--- src/logic/pafo_pkg.sv ---
package pafo_pkg;

  // reset value of every registered pin and peripheral output
  localparam logic [7:0] PAFO_RST_BYTE = 8'h00;
  localparam logic PAFO_RST_BIT = 1'b0;

  // second port: serial interface pins
  localparam int PAFO_B_SEL = 0;
  localparam int PAFO_B_SCK = 1;
  localparam int PAFO_B_MOSI = 2;
  localparam int PAFO_B_MISO = 3;
  // second port: compare outputs
  localparam int PAFO_B_CMP0 = 4;
  localparam int PAFO_B_CMP1A = 5;
  localparam int PAFO_B_CMP1B = 6;
  localparam int PAFO_B_CMP7 = 7;

  // fourth port: timer and usart1 clock pins
  localparam int PAFO_D_CAP1 = 4;
  localparam int PAFO_D_UCLK1 = 5;
  localparam int PAFO_D_CNT1 = 6;
  localparam int PAFO_D_CNT2 = 7;

  // high-address mask width and the mask used in legacy mode
  localparam int PAFO_MASK_W = 3;
  localparam logic [2:0] PAFO_MASK_LEGACY = 3'h0;

  // release threshold per third-port bit, index 7 down to 0
  localparam logic [7:0][3:0] PAFO_MASK_THR = {4'h1, 4'h2, 4'h3, 4'h4, 4'h5, 4'h6, 4'h7, 4'h7};

  typedef logic [7:0] pafo_byte_t;

  // true while the mask leaves the pin claimed by the memory interface
  function automatic logic pafo_mask_claims(input logic [2:0] mask, input logic [3:0] thr);
    pafo_mask_claims = ({1'b0, mask} < thr);
  endfunction : pafo_mask_claims

endpackage : pafo_pkg

--- src/logic/pafo_pin_if.sv ---
`timescale 1ns/1ps
// override and result bundle for one eight-pin port
interface pafo_pin_if;
  import pafo_pkg::*;
  pafo_byte_t pullup_override_en;
  pafo_byte_t pullup_override_val;
  pafo_byte_t dir_override_en;
  pafo_byte_t dir_override_val;
  pafo_byte_t value_override_en;
  pafo_byte_t value_override_val;
  pafo_byte_t input_en_override_en;
  pafo_byte_t input_en_override_val;
  pafo_byte_t port_out;
  pafo_byte_t port_dir;
  logic pullup_off;
  pafo_byte_t pin_pullup;
  pafo_byte_t pin_oe;
  pafo_byte_t pin_out;
  pafo_byte_t pin_in_en;

  modport ctrl (
    output pullup_override_en, pullup_override_val, dir_override_en, dir_override_val,
    output value_override_en, value_override_val, input_en_override_en, input_en_override_val,
    output port_out, port_dir, pullup_off,
    input pin_pullup, pin_oe, pin_out, pin_in_en
  );
  modport mux (
    input pullup_override_en, pullup_override_val, dir_override_en, dir_override_val,
    input value_override_en, value_override_val, input_en_override_en, input_en_override_val,
    input port_out, port_dir, pullup_off,
    output pin_pullup, pin_oe, pin_out, pin_in_en
  );
endinterface : pafo_pin_if

--- src/logic/pafo_port_cell.sv ---
`timescale 1ns/1ps
// per-pin override selection for one port
module pafo_port_cell (
  pafo_pin_if.mux p
);
  import pafo_pkg::*;

  pafo_byte_t oe_c;

  ////////////////////////////////////////////////////////////////////////////
  // each attribute takes its override when enabled, else the port setting; input enable otherwise stays on
  always_comb begin
    oe_c = (p.dir_override_en & p.dir_override_val) | (~p.dir_override_en & p.port_dir);
    p.pin_oe = oe_c;
    p.pin_out = (p.value_override_en & p.value_override_val) | (~p.value_override_en & p.port_out);
    // normal pull-up only on inputs and only while not globally disabled
    p.pin_pullup = (p.pullup_override_en & p.pullup_override_val) |
                   (~p.pullup_override_en & p.port_out & ~oe_c & {8{~p.pullup_off}});
    p.pin_in_en = (p.input_en_override_en & p.input_en_override_val) | ~p.input_en_override_en;
  end

endmodule : pafo_port_cell

--- src/logic/pafo_top.sv ---
`timescale 1ns/1ps
module pafo_top (
  input wire logic clk,
  input wire logic rst_n,
  input wire logic compat_mode,
  input wire logic global_pullup_disable,
  // second port registers and pin
  input wire pafo_pkg::pafo_byte_t portb_out,
  input wire pafo_pkg::pafo_byte_t portb_dir,
  input wire pafo_pkg::pafo_byte_t portb_pin_in,
  output logic [7:0] portb_pin_out,
  output logic [7:0] portb_pin_oe,
  output logic [7:0] portb_pullup,
  output logic [7:0] portb_in_en,
  // third port registers and pin
  input wire pafo_pkg::pafo_byte_t portc_out,
  input wire pafo_pkg::pafo_byte_t portc_dir,
  output logic [7:0] portc_pin_out,
  output logic [7:0] portc_pin_oe,
  output logic [7:0] portc_pullup,
  output logic [7:0] portc_in_en,
  // fourth port registers and pin
  input wire pafo_pkg::pafo_byte_t portd_out,
  input wire pafo_pkg::pafo_byte_t portd_dir,
  input wire pafo_pkg::pafo_byte_t portd_pin_in,
  output logic [7:0] portd_pin_out,
  output logic [7:0] portd_pin_oe,
  output logic [7:0] portd_pullup,
  output logic [7:0] portd_in_en,
  // serial peripheral interface
  input wire logic serial_if_enable,
  input wire logic serial_if_master_select,
  input wire logic spi_master_tx,
  input wire logic spi_slave_tx,
  input wire logic spi_clock_out,
  output logic spi_master_rx,
  output logic spi_slave_rx,
  output logic spi_clock_in,
  output logic spi_slave_select_n,
  output logic spi_slave_active,
  // compare outputs
  input wire logic compare0_en,
  input wire logic compare0_out,
  input wire logic compare1a_en,
  input wire logic compare1a_out,
  input wire logic compare1b_en,
  input wire logic compare1b_out,
  input wire logic compare1c_en,
  input wire logic compare1c_out,
  input wire logic compare2_en,
  input wire logic compare2_out,
  // external memory high address
  input wire logic ext_mem_enable,
  input wire logic [2:0] high_address_mask,
  input wire pafo_pkg::pafo_byte_t high_addr,
  // usart1 clock and timer inputs
  input wire logic usart1_sync_mode,
  input wire logic usart1_clock_out,
  output logic usart1_ext_clock_pin,
  output logic timer1_capture_pin,
  output logic counter1_clock_pin,
  output logic counter2_clock_pin
);
  import pafo_pkg::*;

  pafo_pin_if pb ();
  pafo_pin_if pc ();
  pafo_pin_if pd ();

  logic spi_slave_mode;
  logic spi_master_mode;
  logic [2:0] mask_eff;
  pafo_byte_t mem_claim;
  logic b7_en;
  logic b7_val;
  logic xck_used;

  pafo_byte_t portb_pin_out_q, portb_pin_out_d;
  pafo_byte_t portb_pin_oe_q, portb_pin_oe_d;
  pafo_byte_t portb_pullup_q, portb_pullup_d;
  pafo_byte_t portb_in_en_q, portb_in_en_d;
  pafo_byte_t portc_pin_out_q, portc_pin_out_d;
  pafo_byte_t portc_pin_oe_q, portc_pin_oe_d;
  pafo_byte_t portc_pullup_q, portc_pullup_d;
  pafo_byte_t portc_in_en_q, portc_in_en_d;
  pafo_byte_t portd_pin_out_q, portd_pin_out_d;
  pafo_byte_t portd_pin_oe_q, portd_pin_oe_d;
  pafo_byte_t portd_pullup_q, portd_pullup_d;
  pafo_byte_t portd_in_en_q, portd_in_en_d;
  logic spi_master_rx_q, spi_master_rx_d;
  logic spi_slave_rx_q, spi_slave_rx_d;
  logic spi_clock_in_q, spi_clock_in_d;
  logic spi_slave_select_n_q, spi_slave_select_n_d;
  logic spi_slave_active_q, spi_slave_active_d;
  logic usart1_ext_clock_pin_q, usart1_ext_clock_pin_d;
  logic timer1_capture_pin_q, timer1_capture_pin_d;
  logic counter1_clock_pin_q, counter1_clock_pin_d;
  logic counter2_clock_pin_q, counter2_clock_pin_d;

  ////////////////////////////////////////////////////////////////////////////
  // mode decode shared by the port logic
  always_comb begin
    spi_slave_mode = serial_if_enable & ~serial_if_master_select;
    spi_master_mode = serial_if_enable & serial_if_master_select;
    mask_eff = compat_mode ? PAFO_MASK_LEGACY : high_address_mask;
    // timer 2 wins if both compare units drive bit 7; the pin cannot show both
    b7_en = compare2_en | (~compat_mode & compare1c_en);
    b7_val = compare2_en ? compare2_out : compare1c_out;
    xck_used = usart1_sync_mode & ~compat_mode;
    for (int i = 0; i < 8; i++) begin
      mem_claim[i] = ext_mem_enable & pafo_mask_claims(mask_eff, PAFO_MASK_THR[i]);
    end
  end

  ////////////////////////////////////////////////////////////////////////////
  // second port overrides: serial interface low nibble, compares high nibble
  always_comb begin
    pb.port_out = portb_out;
    pb.port_dir = portb_dir;
    pb.pullup_off = global_pullup_disable;
    pb.dir_override_val = PAFO_RST_BYTE; // any override forces input
    pb.pullup_override_val = portb_out & {8{~global_pullup_disable}};
    pb.input_en_override_en = PAFO_RST_BYTE; // never overridden
    pb.input_en_override_val = PAFO_RST_BYTE;
    pb.pullup_override_en = PAFO_RST_BYTE;
    pb.dir_override_en = PAFO_RST_BYTE;
    pb.value_override_en = PAFO_RST_BYTE;
    pb.value_override_val = PAFO_RST_BYTE;
    // slave forces select, clock and data-in to input
    pb.pullup_override_en[PAFO_B_SEL] = spi_slave_mode;
    pb.dir_override_en[PAFO_B_SEL] = spi_slave_mode;
    pb.pullup_override_en[PAFO_B_SCK] = spi_slave_mode;
    pb.dir_override_en[PAFO_B_SCK] = spi_slave_mode;
    pb.pullup_override_en[PAFO_B_MOSI] = spi_slave_mode;
    pb.dir_override_en[PAFO_B_MOSI] = spi_slave_mode;
    // master forces data-in pin to input
    pb.pullup_override_en[PAFO_B_MISO] = spi_master_mode;
    pb.dir_override_en[PAFO_B_MISO] = spi_master_mode;
    // output values; direction still comes from the port bit
    pb.value_override_en[PAFO_B_MISO] = spi_slave_mode;
    pb.value_override_val[PAFO_B_MISO] = spi_slave_tx;
    pb.value_override_en[PAFO_B_MOSI] = spi_master_mode;
    pb.value_override_val[PAFO_B_MOSI] = spi_master_tx;
    pb.value_override_en[PAFO_B_SCK] = spi_master_mode;
    pb.value_override_val[PAFO_B_SCK] = spi_clock_out;
    // compare waveforms; pin shows them only once software sets direction
    pb.value_override_en[PAFO_B_CMP0] = compare0_en;
    pb.value_override_val[PAFO_B_CMP0] = compare0_out;
    pb.value_override_en[PAFO_B_CMP1A] = compare1a_en;
    pb.value_override_val[PAFO_B_CMP1A] = compare1a_out;
    pb.value_override_en[PAFO_B_CMP1B] = compare1b_en;
    pb.value_override_val[PAFO_B_CMP1B] = compare1b_out;
    pb.value_override_en[PAFO_B_CMP7] = b7_en;
    pb.value_override_val[PAFO_B_CMP7] = b7_val;
  end

  ////////////////////////////////////////////////////////////////////////////
  // third port: high address byte, or output-only in legacy mode
  always_comb begin
    pc.port_out = portc_out;
    pc.port_dir = portc_dir;
    pc.pullup_off = global_pullup_disable;
    pc.input_en_override_en = PAFO_RST_BYTE;
    pc.input_en_override_val = PAFO_RST_BYTE;
    pc.pullup_override_val = PAFO_RST_BYTE; // pull-up off when claimed
    pc.dir_override_val = ~PAFO_RST_BYTE; // claimed pins drive
    pc.value_override_en = mem_claim;
    pc.value_override_val = high_addr; // bit i carries address bit 8+i
    // legacy mode pins stay outputs whether or not memory claims them
    pc.pullup_override_en = compat_mode ? ~PAFO_RST_BYTE : mem_claim;
    pc.dir_override_en = compat_mode ? ~PAFO_RST_BYTE : mem_claim;
  end

  ////////////////////////////////////////////////////////////////////////////
  // fourth port: only the usart1 clock drives a value
  always_comb begin
    pd.port_out = portd_out;
    pd.port_dir = portd_dir;
    pd.pullup_off = global_pullup_disable;
    pd.pullup_override_en = PAFO_RST_BYTE;
    pd.pullup_override_val = PAFO_RST_BYTE;
    pd.dir_override_en = PAFO_RST_BYTE; // clock direction from its bit
    pd.dir_override_val = PAFO_RST_BYTE;
    pd.input_en_override_en = PAFO_RST_BYTE;
    pd.input_en_override_val = PAFO_RST_BYTE;
    pd.value_override_en = PAFO_RST_BYTE;
    pd.value_override_val = PAFO_RST_BYTE;
    pd.value_override_en[PAFO_D_UCLK1] = xck_used;
    pd.value_override_val[PAFO_D_UCLK1] = usart1_clock_out;
  end

  pafo_port_cell u_cell_b (
    .p(pb.mux)
  );

  pafo_port_cell u_cell_c (
    .p(pc.mux)
  );

  pafo_port_cell u_cell_d (
    .p(pd.mux)
  );

  ////////////////////////////////////////////////////////////////////////////
  // next values of pin drives and peripheral inputs
  always_comb begin
    portb_pin_out_d = pb.pin_out;
    portb_pin_oe_d = pb.pin_oe;
    portb_pullup_d = pb.pin_pullup;
    portb_in_en_d = pb.pin_in_en;
    portc_pin_out_d = pc.pin_out;
    portc_pin_oe_d = pc.pin_oe;
    portc_pullup_d = pc.pin_pullup;
    portc_in_en_d = pc.pin_in_en;
    portd_pin_out_d = pd.pin_out;
    portd_pin_oe_d = pd.pin_oe;
    portd_pullup_d = pd.pin_pullup;
    portd_in_en_d = pd.pin_in_en;
    spi_master_rx_d = portb_pin_in[PAFO_B_MISO];
    spi_slave_rx_d = portb_pin_in[PAFO_B_MOSI];
    spi_clock_in_d = portb_pin_in[PAFO_B_SCK];
    spi_slave_select_n_d = portb_pin_in[PAFO_B_SEL];
    spi_slave_active_d = spi_slave_mode & ~portb_pin_in[PAFO_B_SEL];
    // clock input held low outside synchronous mode so no stray edges reach usart1
    usart1_ext_clock_pin_d = xck_used & portd_pin_in[PAFO_D_UCLK1];
    timer1_capture_pin_d = portd_pin_in[PAFO_D_CAP1];
    counter1_clock_pin_d = portd_pin_in[PAFO_D_CNT1];
    counter2_clock_pin_d = portd_pin_in[PAFO_D_CNT2];
  end

  // registers only; one cycle of latency traded for glitch-free pins
  always_ff @(posedge clk or negedge rst_n) begin
    if (!rst_n) begin
      portb_pin_out_q <= PAFO_RST_BYTE;
      portb_pin_oe_q <= PAFO_RST_BYTE;
      portb_pullup_q <= PAFO_RST_BYTE;
      portb_in_en_q <= PAFO_RST_BYTE;
      portc_pin_out_q <= PAFO_RST_BYTE;
      portc_pin_oe_q <= PAFO_RST_BYTE;
      portc_pullup_q <= PAFO_RST_BYTE;
      portc_in_en_q <= PAFO_RST_BYTE;
      portd_pin_out_q <= PAFO_RST_BYTE;
      portd_pin_oe_q <= PAFO_RST_BYTE;
      portd_pullup_q <= PAFO_RST_BYTE;
      portd_in_en_q <= PAFO_RST_BYTE;
      spi_master_rx_q <= PAFO_RST_BIT;
      spi_slave_rx_q <= PAFO_RST_BIT;
      spi_clock_in_q <= PAFO_RST_BIT;
      spi_slave_select_n_q <= PAFO_RST_BIT;
      spi_slave_active_q <= PAFO_RST_BIT;
      usart1_ext_clock_pin_q <= PAFO_RST_BIT;
      timer1_capture_pin_q <= PAFO_RST_BIT;
      counter1_clock_pin_q <= PAFO_RST_BIT;
      counter2_clock_pin_q <= PAFO_RST_BIT;
    end else begin
      portb_pin_out_q <= portb_pin_out_d;
      portb_pin_oe_q <= portb_pin_oe_d;
      portb_pullup_q <= portb_pullup_d;
      portb_in_en_q <= portb_in_en_d;
      portc_pin_out_q <= portc_pin_out_d;
      portc_pin_oe_q <= portc_pin_oe_d;
      portc_pullup_q <= portc_pullup_d;
      portc_in_en_q <= portc_in_en_d;
      portd_pin_out_q <= portd_pin_out_d;
      portd_pin_oe_q <= portd_pin_oe_d;
      portd_pullup_q <= portd_pullup_d;
      portd_in_en_q <= portd_in_en_d;
      spi_master_rx_q <= spi_master_rx_d;
      spi_slave_rx_q <= spi_slave_rx_d;
      spi_clock_in_q <= spi_clock_in_d;
      spi_slave_select_n_q <= spi_slave_select_n_d;
      spi_slave_active_q <= spi_slave_active_d;
      usart1_ext_clock_pin_q <= usart1_ext_clock_pin_d;
      timer1_capture_pin_q <= timer1_capture_pin_d;
      counter1_clock_pin_q <= counter1_clock_pin_d;
      counter2_clock_pin_q <= counter2_clock_pin_d;
    end
  end

  ////////////////////////////////////////////////////////////////////////////
  // outputs straight from flip-flops
  assign portb_pin_out = portb_pin_out_q;
  assign portb_pin_oe = portb_pin_oe_q;
  assign portb_pullup = portb_pullup_q;
  assign portb_in_en = portb_in_en_q;
  assign portc_pin_out = portc_pin_out_q;
  assign portc_pin_oe = portc_pin_oe_q;
  assign portc_pullup = portc_pullup_q;
  assign portc_in_en = portc_in_en_q;
  assign portd_pin_out = portd_pin_out_q;
  assign portd_pin_oe = portd_pin_oe_q;
  assign portd_pullup = portd_pullup_q;
  assign portd_in_en = portd_in_en_q;
  assign spi_master_rx = spi_master_rx_q;
  assign spi_slave_rx = spi_slave_rx_q;
  assign spi_clock_in = spi_clock_in_q;
  assign spi_slave_select_n = spi_slave_select_n_q;
  assign spi_slave_active = spi_slave_active_q;
  assign usart1_ext_clock_pin = usart1_ext_clock_pin_q;
  assign timer1_capture_pin = timer1_capture_pin_q;
  assign counter1_clock_pin = counter1_clock_pin_q;
  assign counter2_clock_pin = counter2_clock_pin_q;

endmodule : pafo_top

--- config.mk ---
export PLATFORM = sky130hd
export DESIGN_NAME = pafo_top
export DESIGN_NICKNAME = d
export VERILOG_FILES = /design/src/logic/pafo_pkg.sv /design/src/logic/pafo_pin_if.sv /design/src/logic/pafo_port_cell.sv /design/src/logic/pafo_top.sv
export SDC_FILE = /design/constraint.sdc
export NUM_CORES = 1
export LEC_CHECK = 0
export ABC_AREA = 1
export BUFFER_PORTS_ARGS = -buffer_cell sky130_fd_sc_hd__buf_2
export CAP_MARGIN = 30
export CORE_ASPECT_RATIO = 0.9
export CORE_UTILIZATION = 40
export DETAILED_ROUTE_END_ITERATION = 7
export HOLD_SLACK_MARGIN = 0.08
export PLACE_DENSITY_LB_ADDON = 0.1
export SYNTH_ARGS = -nofsm -noshare
export SYNTH_HDL_FRONTEND = slang
export SYNTH_SLANG_ARGS = --single-unit
--- constraint.sdc ---
create_clock -name clk -period 1.33 [get_ports clk]
set_input_delay 0.266 -clock clk [delete_from_list [all_inputs] [get_ports clk]]
set_output_delay 0.266 -clock clk [all_outputs]
set_load 0.01 [all_outputs]
======== Word level (Yosys, flattened, before mapping) ========
Cells that the tools add are included.
cells by class
  $lt $le $gt $ge ......................... 7
  mux-type cells .......................... 3
  bitwise logic cells ..................... 49
operator list
  operator              count
  $and A8 B8 Y8         16
  $not A8 Y8            6
  $or A8 B8 Y8          5
  $and A1 B1 Y1         13
  $lt A3 B3 Y1 const B  4
  $and A4 B8 Y8         1
  $mux W8               1
  $not A4 Y8            1
  $not A6 Y8            1
  $and A6 B6 Y6         1
  $lt A3 B2 Y1 const B  2
  $not A1 Y1            4
  $lt A3 B1 Y1 const B  1
  $mux W3               1
  $mux W1               1
  $or A1 B1 Y1          1
storage, ports and cells
  flip-flop bits (word level) ............. 82
  bits of input ports ..................... 97
  word-level logic and storage cells ...... 78

======== Longest topological paths before layout ========
Gate-level depths: netlist of run 1.
  depth in word-level cells ............... 10
  gate-level depth with buffers ........... 7
  mapped depth without buffers ............ 7

======== Hierarchy ========
A second synthesis of run 1 with hierarchy kept.
unflattened totals
  cells, all modules ...................... 599
  area, all modules ....................... 4543.1 sq um
modules (own cells, without submodules)
  module          instances  cells each  area each (sq um)  sequential area each (sq um)
  pafo_top        1          164         2880.3             2627.5
  pafo_port_cell  3          145         554.3              0.0

======== Worst setup path before layout of run 1 ========
No wires, ideal clock.
  kind .................................... reg2out
  start ................................... register, netlist name portd_in_en[0]
  end ..................................... output portb_in_en[1]
  arrival time ............................ 0.917 ns
  path slack .............................. 0.147 ns
  cell stages (with the launch flop) ...... 2
  path buffers ............................ 1
  path through ............................ dfrtp_1 -> buf_4
RTL lines
  item       line            source
  to (decl)  pafo_top.sv:14  output logic [7:0] portb_in_en,

==> impl_summary.txt, run 1 <==
----------------------------------------------------
[Outcome]
  Run status ... completed

[Detailed routing]
  Number of nets with antenna violations after routing ... 0
  Average wire per standard cell ... 13.2 um
  DRC violations left ... 0
  Routed via count divided by cell count ... 4.37
  1st-pass router iterations ... 4
  Number of DRC violations after detailed-routing iteration 0 ... 139
  Final wirelength ... 7.20 mm
  Number of vias after detailed routing ... 2384

[Floorplanning]
  Height of the die ... 82.2 um
  Area of the placeable core ... 6730 um2
  Ports ... 202
  Effective utilization at floorplan ... 42.4%
  Die area ... 7480 um2
  Cell row count ... 28
  Die X ... 91.1 um

[Worst setup path]
  Crit. End Element ... output pin
  Highest net fanout along the worst path ... 24
  Startpoint Class ... flop
  Worst setup path class ... flop to output pin
  WP data required ... 1.06 ns
  End of the critical path ... portb_in_en[2]
  Crit path from ... portd_in_en[0]$_DFF_PN0_
  Data arrival time of the critical path ... 1.03 ns

[Global route]
  Pin count of the biggest net entering global routing ... 83
  Number of antenna violations at the first check in global routing ... 0
  GRT Util Overall ... 20.8%
  Global-route wire length before repair ... 11.4 mm
  Vias in the first global route ... 2395
  Total congestion overflow after global routing ... 0

[STA]
  Highest clock frequency the design can meet ... 771 MHz
  Period utilization ... 97.5%
  Slack of the critical path ... 0.0338 ns
  RSZ-0062 raised after global routing ... yes
  Final setup vio count ... 0
  Final hold viol count ... 0
  Total negative slack ... 0 ns
  Post-layout min period ... 1.30 ns
  Final Hold Slack ... 0.108 ns
  Final max-slew violation count ... 0

[Logic synthesis]
  Synthesized netlist net count ... 335
  Fraction of synthesized cell area taken by the top area cell type ... 71.9%
  Sequential-to-total area share from yosys stat ... 71.9%
  Cell types occupying the most area after synthesis ... dfrtp_1 72%, buf_4 6.0%, nand2_1 5.9%, nand3_1 2.6%, inv_1 2.4%
  Summed instance area of the synthesized netlist ... 2860 um2
  Syn Area/Cell ... 12.0 um2
  Post-synthesis instance total ... 238
  Post-synth top area cell ... dfrtp_1
  Yosys Warn Count ... 0
  Post-synthesis cell type count ... 22
  Seq cells post-synth ... 82

[Placement]
  Routability cong. ... 0.765
  Port Buf Inserts ... 193
  Dpl ws ... 0.166 ns
  Standard cell area after detailed placement ... 3790 um2
  Hpwl dp ... 5.04 mm

[Cells and area]
  Area of all placed cells without fillers ... 4290 um2
  Antenna diode count ... 0
  Post-route core utilization ... 63.7%
  Number of nets in the layout ... 548
  Share of layout cells above drive strength 1 ... 48.2%
  Relative area change from synthesis to final layout ... 50.1%

[CTS]
  Post-CTS clock slew at the launch and capture registers of the worst setup and hold paths ... 0.08 ns
  Number of buffers inserted by post-CTS setup repair ... 0
  CTS tree ... yes
  Maximum count of clock buffers along a single path ... 2
  Maximum level of the CTS H-tree ... 3
  CTS sink count ... 82
  Root buffer cell ... clkbuf_8
  TritonCTS Buffers ... 9

[Power]
  Worst vdd ir ... 662 uV
  Combinational group share of total power ... 13.9%
  PwrDens ... 1200 nW/um2
  Static leakage ... 0.00236 uW
  Sequential share of power ... 51.7%
  Net load switching power ... 1300 uW
  Clock network power share ... 34.3%
  Cell internal pwr ... 3820 uW
  Switching power as a share of total power ... 25.3%

[Flow run]
  Reported max-cap violation count ... 0

[Min path]
  Classification of the worst-slack hold path ... input pin to flop

----------------------------------------------------
## worst min-delay path by stage
stage / start / endpoint / slack, ns / cells past startpoint
floorplan: rst_n / counter1_clock_pin$_DFF_PN0_ / -0.03 / 0
global placement: rst_n / portb_pin_out[4]$_DFF_PN0_ / 0.33 / 2
detailed placement: rst_n / portd_pin_out[3]$_DFF_PN0_ / 0.35 / 2
CTS: high_addr[1] / portc_pin_out[1]$_DFF_PN0_ / 0.09 / 3
global route: high_addr[0] / portc_pin_out[0]$_DFF_PN0_ / 0.11 / 3
finish: high_addr[1] / portc_pin_out[1]$_DFF_PN0_ / 0.11 / 3
## layout make-up
type / count / area, um2
Sequential cell: 82 / 2050
Clock inverter: 6 / 66.3
Clock buffer: 10 / 128
Tap cell: 90 / 113
Timing Repair Buffer: 228 / 1320
Inverter: 19 / 71.3
Fill cell: 600 / 2440
Multi-Input combinational cell: 111 / 532
## layout by cell type (no fill, tap or decap), types with 2 or more instances in the layout
cell type      synthesis  routed
buf_2                  1     192
dfrtp_1               82      82
nand2_1               45      45
dlygate4sd3_1          0      29
inv_1                 18      18
nor2_1                18      18
nand3_1               15      15
nor3b_1                9       9
clkbuf_8               0       9
o21ai_0                6       6
nor3_1                 5       5
buf_4                 23       5
clkinvlp_4             0       3
nand2_2                2       2
nand3b_1               2       2
mux2_2                 2       2
## per-layer routing
metal  GRT usage, %  vias up  share of wire [%]
met2           37.7      119                 51
met5              0        -                  0
met3           8.24       12                8.8
met4           8.57        0                1.6
li1               -     1154                  -
met1           22.0     1099                 38
## power groups by stage
stage	Combinational [uW]	Clock (uW)	Sequential, uW
floorplan	207	0	2790
global placement	641	0	2690
detailed placement	654	0	2700
CTS	722	1810	2650
global route	800	1940	2660
finish	714	1760	2650
## Yosys cell counts, drive strengths merged
| cell type | n |
|---|---|
| a21oi | 1 |
| a31oi | 1 |
| and2 | 1 |
| buf | 26 |
| clkinv | 1 |
| conb | 1 |
| dfrtp | 82 |
| inv | 18 |
| mux2 | 2 |
| nand2 | 47 |
| nand3 | 16 |
| nand3b | 2 |
| nand4 | 1 |
| nor2 | 18 |
| nor3 | 6 |
| nor3b | 9 |
| o21ai | 6 |
## cell families (layout without fill, tap and decap cells)
logic type             after synthesis  after routing  synth area share (%)
multiplexers                         2              2                 0.789
flip-flops                          82             82                  71.9
AO/OA/AOI/OAI                        8              8                  1.45
AND/OR/NAND/NOR                    100            100                  16.3
other                                1              1                 0.131
buffers and inverters               45            263                  9.51
## critical path, cell delays in order (launching register included)
cell	delay, ns
dfrtp_1	0.39
buf_8	0.15
buf_2	0.14
## state kept, by name, summed over array words and instances (netlist names), 8 cells and up
signal / flops
portb_pullup: 8
portd_pin_oe: 8
portd_pin_out: 8
portc_pin_oe: 8
portc_pullup: 8
portb_pin_out: 8
portb_pin_oe: 8
portc_pin_out: 8
portd_pullup: 8
## stage by stage
stage / power (uW) / std cells
after detailed placement: 3350 / 501
after CTS: 5180 / 546
final: 5120 / 546
after global placement: 3340 / 501
after floorplan: 2990 / 238
after global routing: 5400 / 546
## timing repair
| action | in CTS | in global routing |
|---|---|---|
| hold endpoints to repair | 121 | 0 |
| endpoints found under the setup margin | 24 | 24 |
| gates resized for setup | 1 | 1 |
| hold buffers | 29 | 0 |
(Power assumes the default switching activity.)
==> inputs of run 2 (changes only) <==
--- a/config.mk
+++ b/config.mk
@@ -5,7 +5,6 @@
 export SDC_FILE = /design/constraint.sdc
 export NUM_CORES = 1
 export LEC_CHECK = 0
-export ABC_AREA = 1
 export BUFFER_PORTS_ARGS = -buffer_cell sky130_fd_sc_hd__buf_2
 export CAP_MARGIN = 30
 export CORE_ASPECT_RATIO = 0.9
==> impl_summary.txt, run 2 <==
----------------------------------------------------
[Global route]
  Pin count of the biggest net entering global routing ... 83 (unchanged)
  Total congestion overflow after global routing ... 0 (unchanged)
  GRT Util Overall ... 18.7% (-2.1 points)
  Vias in the first global route ... 2134 (-11%)
  Global-route wire length before repair ... 10.2 mm (-10%)
  Number of antenna violations at the first check in global routing ... 0 (unchanged)

[Logic synthesis]
  Seq cells post-synth ... 82 (unchanged)
  Number of flops mapped to enable cells by yosys ... 0 (unchanged)
  Summed instance area of the synthesized netlist ... 2880 um2 (+0.74%)
  Post-synth top area cell ... dfrtp_1
  Async set or reset register ratio after synthesis ... 100% (unchanged)
  Post-synthesis cell type count ... 25 (+14%)
  Yosys Warn Count ... 0 (unchanged)
  Library cell with the highest instance count after synthesis ... dfrtp_1
  Syn Area/Cell ... 14.8 um2 (+24%)
  List of most frequent post-synthesis cells ... 82 x dfrtp_1, 24 x buf_4, 19 x nor3b_1
  Fraction of synthesized cell area taken by the top area cell type ... 71.3% (-0.53 points)
  Post-synthesis instance total ... 194 (-18%)
  Cell types occupying the most area after synthesis ... dfrtp_1 71%, buf_4 6.3%, mux2_2 5.9%, nor3b_1 5.0%, o21ai_0 1.6%
  Sequential-to-total area share from yosys stat ... 71.3% (-0.53 points)
  Synthesized netlist net count ... 291 (-13%)
  Prevailing post-synth register cell ... dfrtp_1

[Placement]
  Standard cell area after detailed placement ... 3790 um2 (about the same)
  Routability cong. ... 0.750 (-1.9%)
  Port Buf Inserts ... 193 (unchanged)
  Hpwl dp ... 5.05 mm (+0.11%)

[CTS]
  TritonCTS Buffers ... 9 (unchanged)
  CTS tree ... yes
  Root buffer cell ... clkbuf_8
  Maximum count of clock buffers along a single path ... 2 (unchanged)
  Maximum level of the CTS H-tree ... 3 (unchanged)
  CTS sink count ... 82 (unchanged)
  Post-CTS clock slew at the launch and capture registers of the worst setup and hold paths ... 0.08 ns (about the same)

[Worst setup path]
  Highest net fanout along the worst path ... 12 (-50%)
  Data arrival time of the critical path ... 1.03 ns (about the same)
  Worst setup path class ... flop to output pin
  Crit. End Element ... output pin
  Startpoint Class ... flop
  WP data required ... 1.06 ns (about the same)

[Detailed routing]
  Average wire per standard cell ... 13.6 um (+3.0%)
  Number of nets with antenna violations after routing ... 0 (unchanged)
  Routed via count divided by cell count ... 4.45 (+1.9%)
  DRC violations left ... 0 (unchanged)
  Number of vias after detailed routing ... 2215 (-7.1%)
  1st-pass router iterations ... 4 (unchanged)
  Final wirelength ... 6.77 mm (-6.1%)
  Number of DRC violations after detailed-routing iteration 0 ... 38 (-73%)

[Floorplanning]
  Die X ... 91.4 um (+0.37%)
  Die area ... 7540 um2 (+0.73%)
  Area of the placeable core ... 6760 um2 (+0.52%)
  Height of the die ... 82.5 um (+0.37%)
  Effective utilization at floorplan ... 42.5% (+0.095 points)
  Ports ... 202 (unchanged)
  Cell row count ... 28 (unchanged)

[STA]
  Final max-slew violation count ... 0 (unchanged)
  Period utilization ... 97.5% (about the same)
  Final hold viol count ... 0 (unchanged)
  Post-layout min period ... 1.30 ns (+0.000989 ns)
  Final Hold Slack ... 0.117 ns (+0.00871 ns)
  Highest clock frequency the design can meet ... 771 MHz (about the same)
  Total negative slack ... 0 ns (unchanged)
  RSZ-0062 raised after global routing ... yes
  Final setup vio count ... 0 (unchanged)

[Flow run]
  Reported max-cap violation count ... 0 (unchanged)

[Power]
  Static leakage ... 0.00222 uW (-5.8%)
  PwrDens ... 1190 nW/um2 (-0.28%)
  Total power of the final layout ... 5120 uW (about the same)
  Worst vdd ir ... 740 uV (+12%)

[Cells and area]
  Number of nets in the layout ... 500 (-8.8%)
  Relative area change from synthesis to final layout ... 49.4%
  Most common cell after layout, fill and taps aside ... buf_2
  Most frequent cells in the layout ... 192 x buf_2, 81 x dfrtp_1, 28 x dlygate4sd3_1
  Antenna diode count ... 0 (unchanged)
  Post-route core utilization ... 63.5% (-0.16 points)
  Area of all placed cells without fillers ... 4300 um2 (+0.26%)
  Share of layout cells above drive strength 1 ... 58.1% (+9.8 points)

[Outcome]
  Run status ... completed

[Min path]
  Classification of the worst-slack hold path ... input pin to flop
  Min-Delay Path Depth ... 2 (-1)

----------------------------------------------------
run 2: per-layer routing:
metal,share of wire (%),track usage [%]
met1,36,18.9
met2,53,34.4
met3,9.7,9.16
met4,0.92,5.71
met5,0,0
run 2: worst paths after layout:
| check | startpoint | to | slack [ns] |
|---|---|---|---|
| hold / removal | portc_dir[1] | portc_pin_oe[1]$_DFF_PN0_ | 0.12 |
| setup / recovery | portd_in_en[0]$_DFF_PN0_ | portd_in_en[6] | 0.03 |
| min in group asynchronous | rst_n | portd_pin_oe[6]$_DFF_PN0_ | 0.50 |
| max in group asynchronous | rst_n | portd_in_en[0]$_DFF_PN0_ | 0.47 |
run 2: through the flow:
| stage | cells | setup slack (ns) |
|---|---|---|
| 2_1_floorplan | 194 | 0.147 |
| 3_3_place_gp | 452 | 0.0106 |
| 4_1_cts | 498 | -0.00409 |
| 6_report | 498 | 0.0328 |
| 5_1_grt | 498 | -0.0220 |
| 3_5_place_dp | 452 | -0.0360 |
run 2: cell type report:
| class | count | area, um2 |
|---|---|---|
| Tap cell | 90 | 113 |
| Multi-Input combinational cell | 81 | 608 |
| Sequential cell | 82 | 2050 |
| Timing Repair Buffer | 227 | 1310 |
| Clock buffer | 9 | 124 |
| Fill cell | 552 | 2460 |
| Inverter | 2 | 7.51 |
| Clock inverter | 7 | 77.6 |
run 2: report_power, final:
group          internal (uW)  total [uW]  switching, uW
combinational            353         699            346
clock                    879        1770            895
sequential              2620        2650           29.0
run 2: cell families (layout without fill, tap and decap cells):
group | count (synthesis) | in the layout | synth area share (%)
DFF | 82 | 82 | 71.3
and+or+nand+nor | 49 | 49 | 11.5
buffers and inverters | 31 | 245 | 7.52
other | 1 | 1 | 0.130
AOI/OAI and AO/OA | 15 | 15 | 3.26
muxes | 16 | 16 | 6.22
run 2: critical path, cell delays in order (launching register included):
cell,delay (ns)
dfrtp_2,0.42
buf_6,0.13
buf_2,0.13
run 2: repair_timing:
item                       4_1_cts  5_1_grt
hold endpoints to repair       122        0
gates resized for setup          2        2
setup endpoints to repair       24       24
hold buffers                    28        0
buffers inserted                 2        0
==> inputs of run 3 (changes only) <==
--- a/config.mk
+++ b/config.mk
@@ -8,6 +8,7 @@
 export BUFFER_PORTS_ARGS = -buffer_cell sky130_fd_sc_hd__buf_2
 export CAP_MARGIN = 30
 export CORE_ASPECT_RATIO = 0.9
+export CORE_MARGIN = 2
 export CORE_UTILIZATION = 40
 export DETAILED_ROUTE_END_ITERATION = 7
 export HOLD_SLACK_MARGIN = 0.08
==> impl_summary.txt, run 3 (synthesized netlist as in run 2, its figures left out) <==
----------------------------------------------------
[Global route]
  Number of antenna violations at the first check in global routing ... 0 (unchanged)
  GRT Util Overall ... 17.9% (-0.75 points)
  Vias in the first global route ... 2253 (+5.6%)
  Pin count of the biggest net entering global routing ... 35 (-58%)
  Total congestion overflow after global routing ... 0 (unchanged)
  Global-route wire length before repair ... 10.7 mm (+4.7%)

[Power]
  Total power of the final layout ... 5030 uW (-1.8%)
  Switching power as a share of total power ... 23.8% (-1.0 points)
  Static leakage ... 0.00223 uW (+0.29%)
  Net load switching power ... 1200 uW (-5.9%)
  Clock network power share ... 33.2% (-1.5 points)
  Cell internal pwr ... 3830 uW (-0.42%)
  Sequential share of power ... 52.7% (+1.0 points)
  Worst vdd ir ... 844 uV (+14%)
  Combinational group share of total power ... 14.1% (+0.4 points)
  PwrDens ... 1170 nW/um2 (-2.1%)

[CTS]
  TritonCTS Buffers ... 9 (unchanged)
  Maximum count of clock buffers along a single path ... 2 (unchanged)
  CTS sink count ... 82 (unchanged)
  Root buffer cell ... clkbuf_8
  CTS tree ... yes
  Post-CTS clock slew at the launch and capture registers of the worst setup and hold paths ... 0.08 ns (about the same)
  Maximum level of the CTS H-tree ... 3 (unchanged)

[Placement]
  Placed Cells incl. Taps ... 457 (+1.1%)
  Hpwl dp ... 5.20 mm (+2.9%)
  Port Buf Inserts ... 193 (unchanged)
  Standard cell area after detailed placement ... 3820 um2 (+0.83%)
  Routability cong. ... 0.773 (+3.0%)

[Detailed routing]
  Final wirelength ... 6.97 mm (+3.1%)
  1st-pass router iterations ... 4 (unchanged)
  Average wire per standard cell ... 13.9 um (+2.3%)
  DRC violations left ... 0 (unchanged)
  Number of nets with antenna violations after routing ... 0 (unchanged)
  Number of DRC violations after detailed-routing iteration 0 ... 57 (+50%)
  Number of vias after detailed routing ... 2176 (-1.8%)
  Routed via count divided by cell count ... 4.33 (-2.5%)

[Floorplanning]
  Ports ... 202 (unchanged)
  Cell row count ... 29 (+3.6%)
  Height of the die ... 84.5 um (+2.4%)
  Area of the placeable core ... 7000 um2 (+3.6%)
  Effective utilization at floorplan ... 41.1% (-1.5 points)
  Die X ... 93.4 um (+2.2%)
  Die area ... 7890 um2 (+4.7%)

[STA]
  Post-layout min period ... 1.29 ns (-0.0117 ns)
  Final setup vio count ... 0 (unchanged)
  RSZ-0062 raised after global routing ... yes
  Final max-slew violation count ... 0 (unchanged)
  Highest clock frequency the design can meet ... 778 MHz (+0.91%)
  Final hold viol count ... 0 (unchanged)
  Period utilization ... 96.7% (-0.88 points)

[Worst setup path]
  End of the critical path ... portb_in_en[1]
  WP data required ... 1.06 ns (about the same)
  Data arrival time of the critical path ... 1.02 ns (about the same)
  Crit. End Element ... output pin
  Crit path from ... portd_in_en[0]$_DFF_PN0_
  Startpoint Class ... flop
  Worst setup path class ... flop to output pin
  Highest net fanout along the worst path ... 12 (unchanged)

[Min path]
  Classification of the worst-slack hold path ... input pin to flop
  Startpoint of the tightest hold check path ... portc_dir[0]

[Flow run]
  Reported max-cap violation count ... 0 (unchanged)

[Cells and area]
  Antenna diode count ... 0 (unchanged)
  Relative area change from synthesis to final layout ... 49.8%
  Most common cell after layout, fill and taps aside ... buf_2
  Share of layout cells above drive strength 1 ... 57.9% (-0.14 points)
  Number of nets in the layout ... 502 (+0.40%)
  Area of all placed cells without fillers ... 4310 um2 (+0.32%)
  Post-route core utilization ... 61.6% (-2.0 points)
  Layout fillers ... 566 (+2.5%)
  Most frequent cells in the layout ... 192 x buf_2, 81 x dfrtp_1, 28 x dlygate4sd3_1
  Filler-free cell count of the finished design ... 502 (+0.80%)

[Outcome]
  Run status ... completed

----------------------------------------------------
==> run 3: cell count changes in the layout (fill, tap and decap cells not counted), sizes merged <==
cell	delta
clkbuf	+1
inv	-1
clkinv	-1
buf	+2
==> run 3: area by class of cell <==
| cell class | count | area (um2) | area share, % |
|---|---|---|---|
| Clock buffer | 10 | 128 | 2.96 |
| Sequential cell | 82 | 2050 | 47.6 |
| Clock inverter | 5 | 56.3 | 1.31 |
| Inverter | 2 | 7.51 | 0.174 |
| Tap cell | 93 | 116 | 2.70 |
| Multi-Input combinational cell | 81 | 608 | 14.1 |
| Timing Repair Buffer | 229 | 1340 | 31.1 |
==> run 3: worst min path at each step <==
stage,end,slack (ns),cells past startpoint
after floorplan,counter1_clock_pin$_DFF_PN0_,-0.03,0
after global placement,portb_pin_out[4]$_DFF_PN0_,0.18,1
after detailed placement,portb_pullup[4]$_DFF_PN0_,0.17,1
after CTS,portc_pin_oe[0]$_DFF_PN0_,0.1,2
after global routing,portc_pin_oe[0]$_DFF_PN0_,0.11,2
final,portc_pin_oe[0]$_DFF_PN0_,0.12,2
==> run 3: routing by layer <==
metal / part of all wire [%] / vias up / track usage [%]
met3: 7.9 / 10 / 7.81
met4: 1.6 / 0 / 5.35
li1: - / 1044 / -
met2: 50 / 104 / 30.3
met1: 41 / 1018 / 20.7
met5: 0 / - / 0
==> run 3: what timing repair did <==
action / in CTS / in global routing
gates resized for setup: 1 / 4
setup endpoints to repair: 24 / 24
hold endpoints to repair: 58 / 0
hold buffers: 28 / 0
setup buffers: 0 / 2
==> run 3: power by group through the flow <==
stage          Clock, uW  Sequential [uW]  Combinational (uW)
3_5_place_dp           0             2700                 642
5_1_grt             1860             2660                 780
4_1_cts             1750             2650                 706
6_report            1670             2650                 711
2_1_floorplan          0             2780                 210
3_3_place_gp           0             2700                 635
==> run 3: worst max-delay path, cell delays in order (launching register included) <==
cell     delay [ns]
dfrtp_2        0.42
buf_6          0.14
buf_2          0.14
==> run 3: per-stage QoR <==
step | setup WS, ns | hold WS (ns) | TNS [ns]
CTS | 0.000467 | 0.0991 | 0
global route | -0.0119 | 0.106 | -0.131
floorplan | 0.147 | -0.0296 | 0
finish | 0.0445 | 0.120 | 0
detailed placement | -0.0171 | 0.173 | -0.0301
global placement | -0.00578 | 0.178 | -0.0109
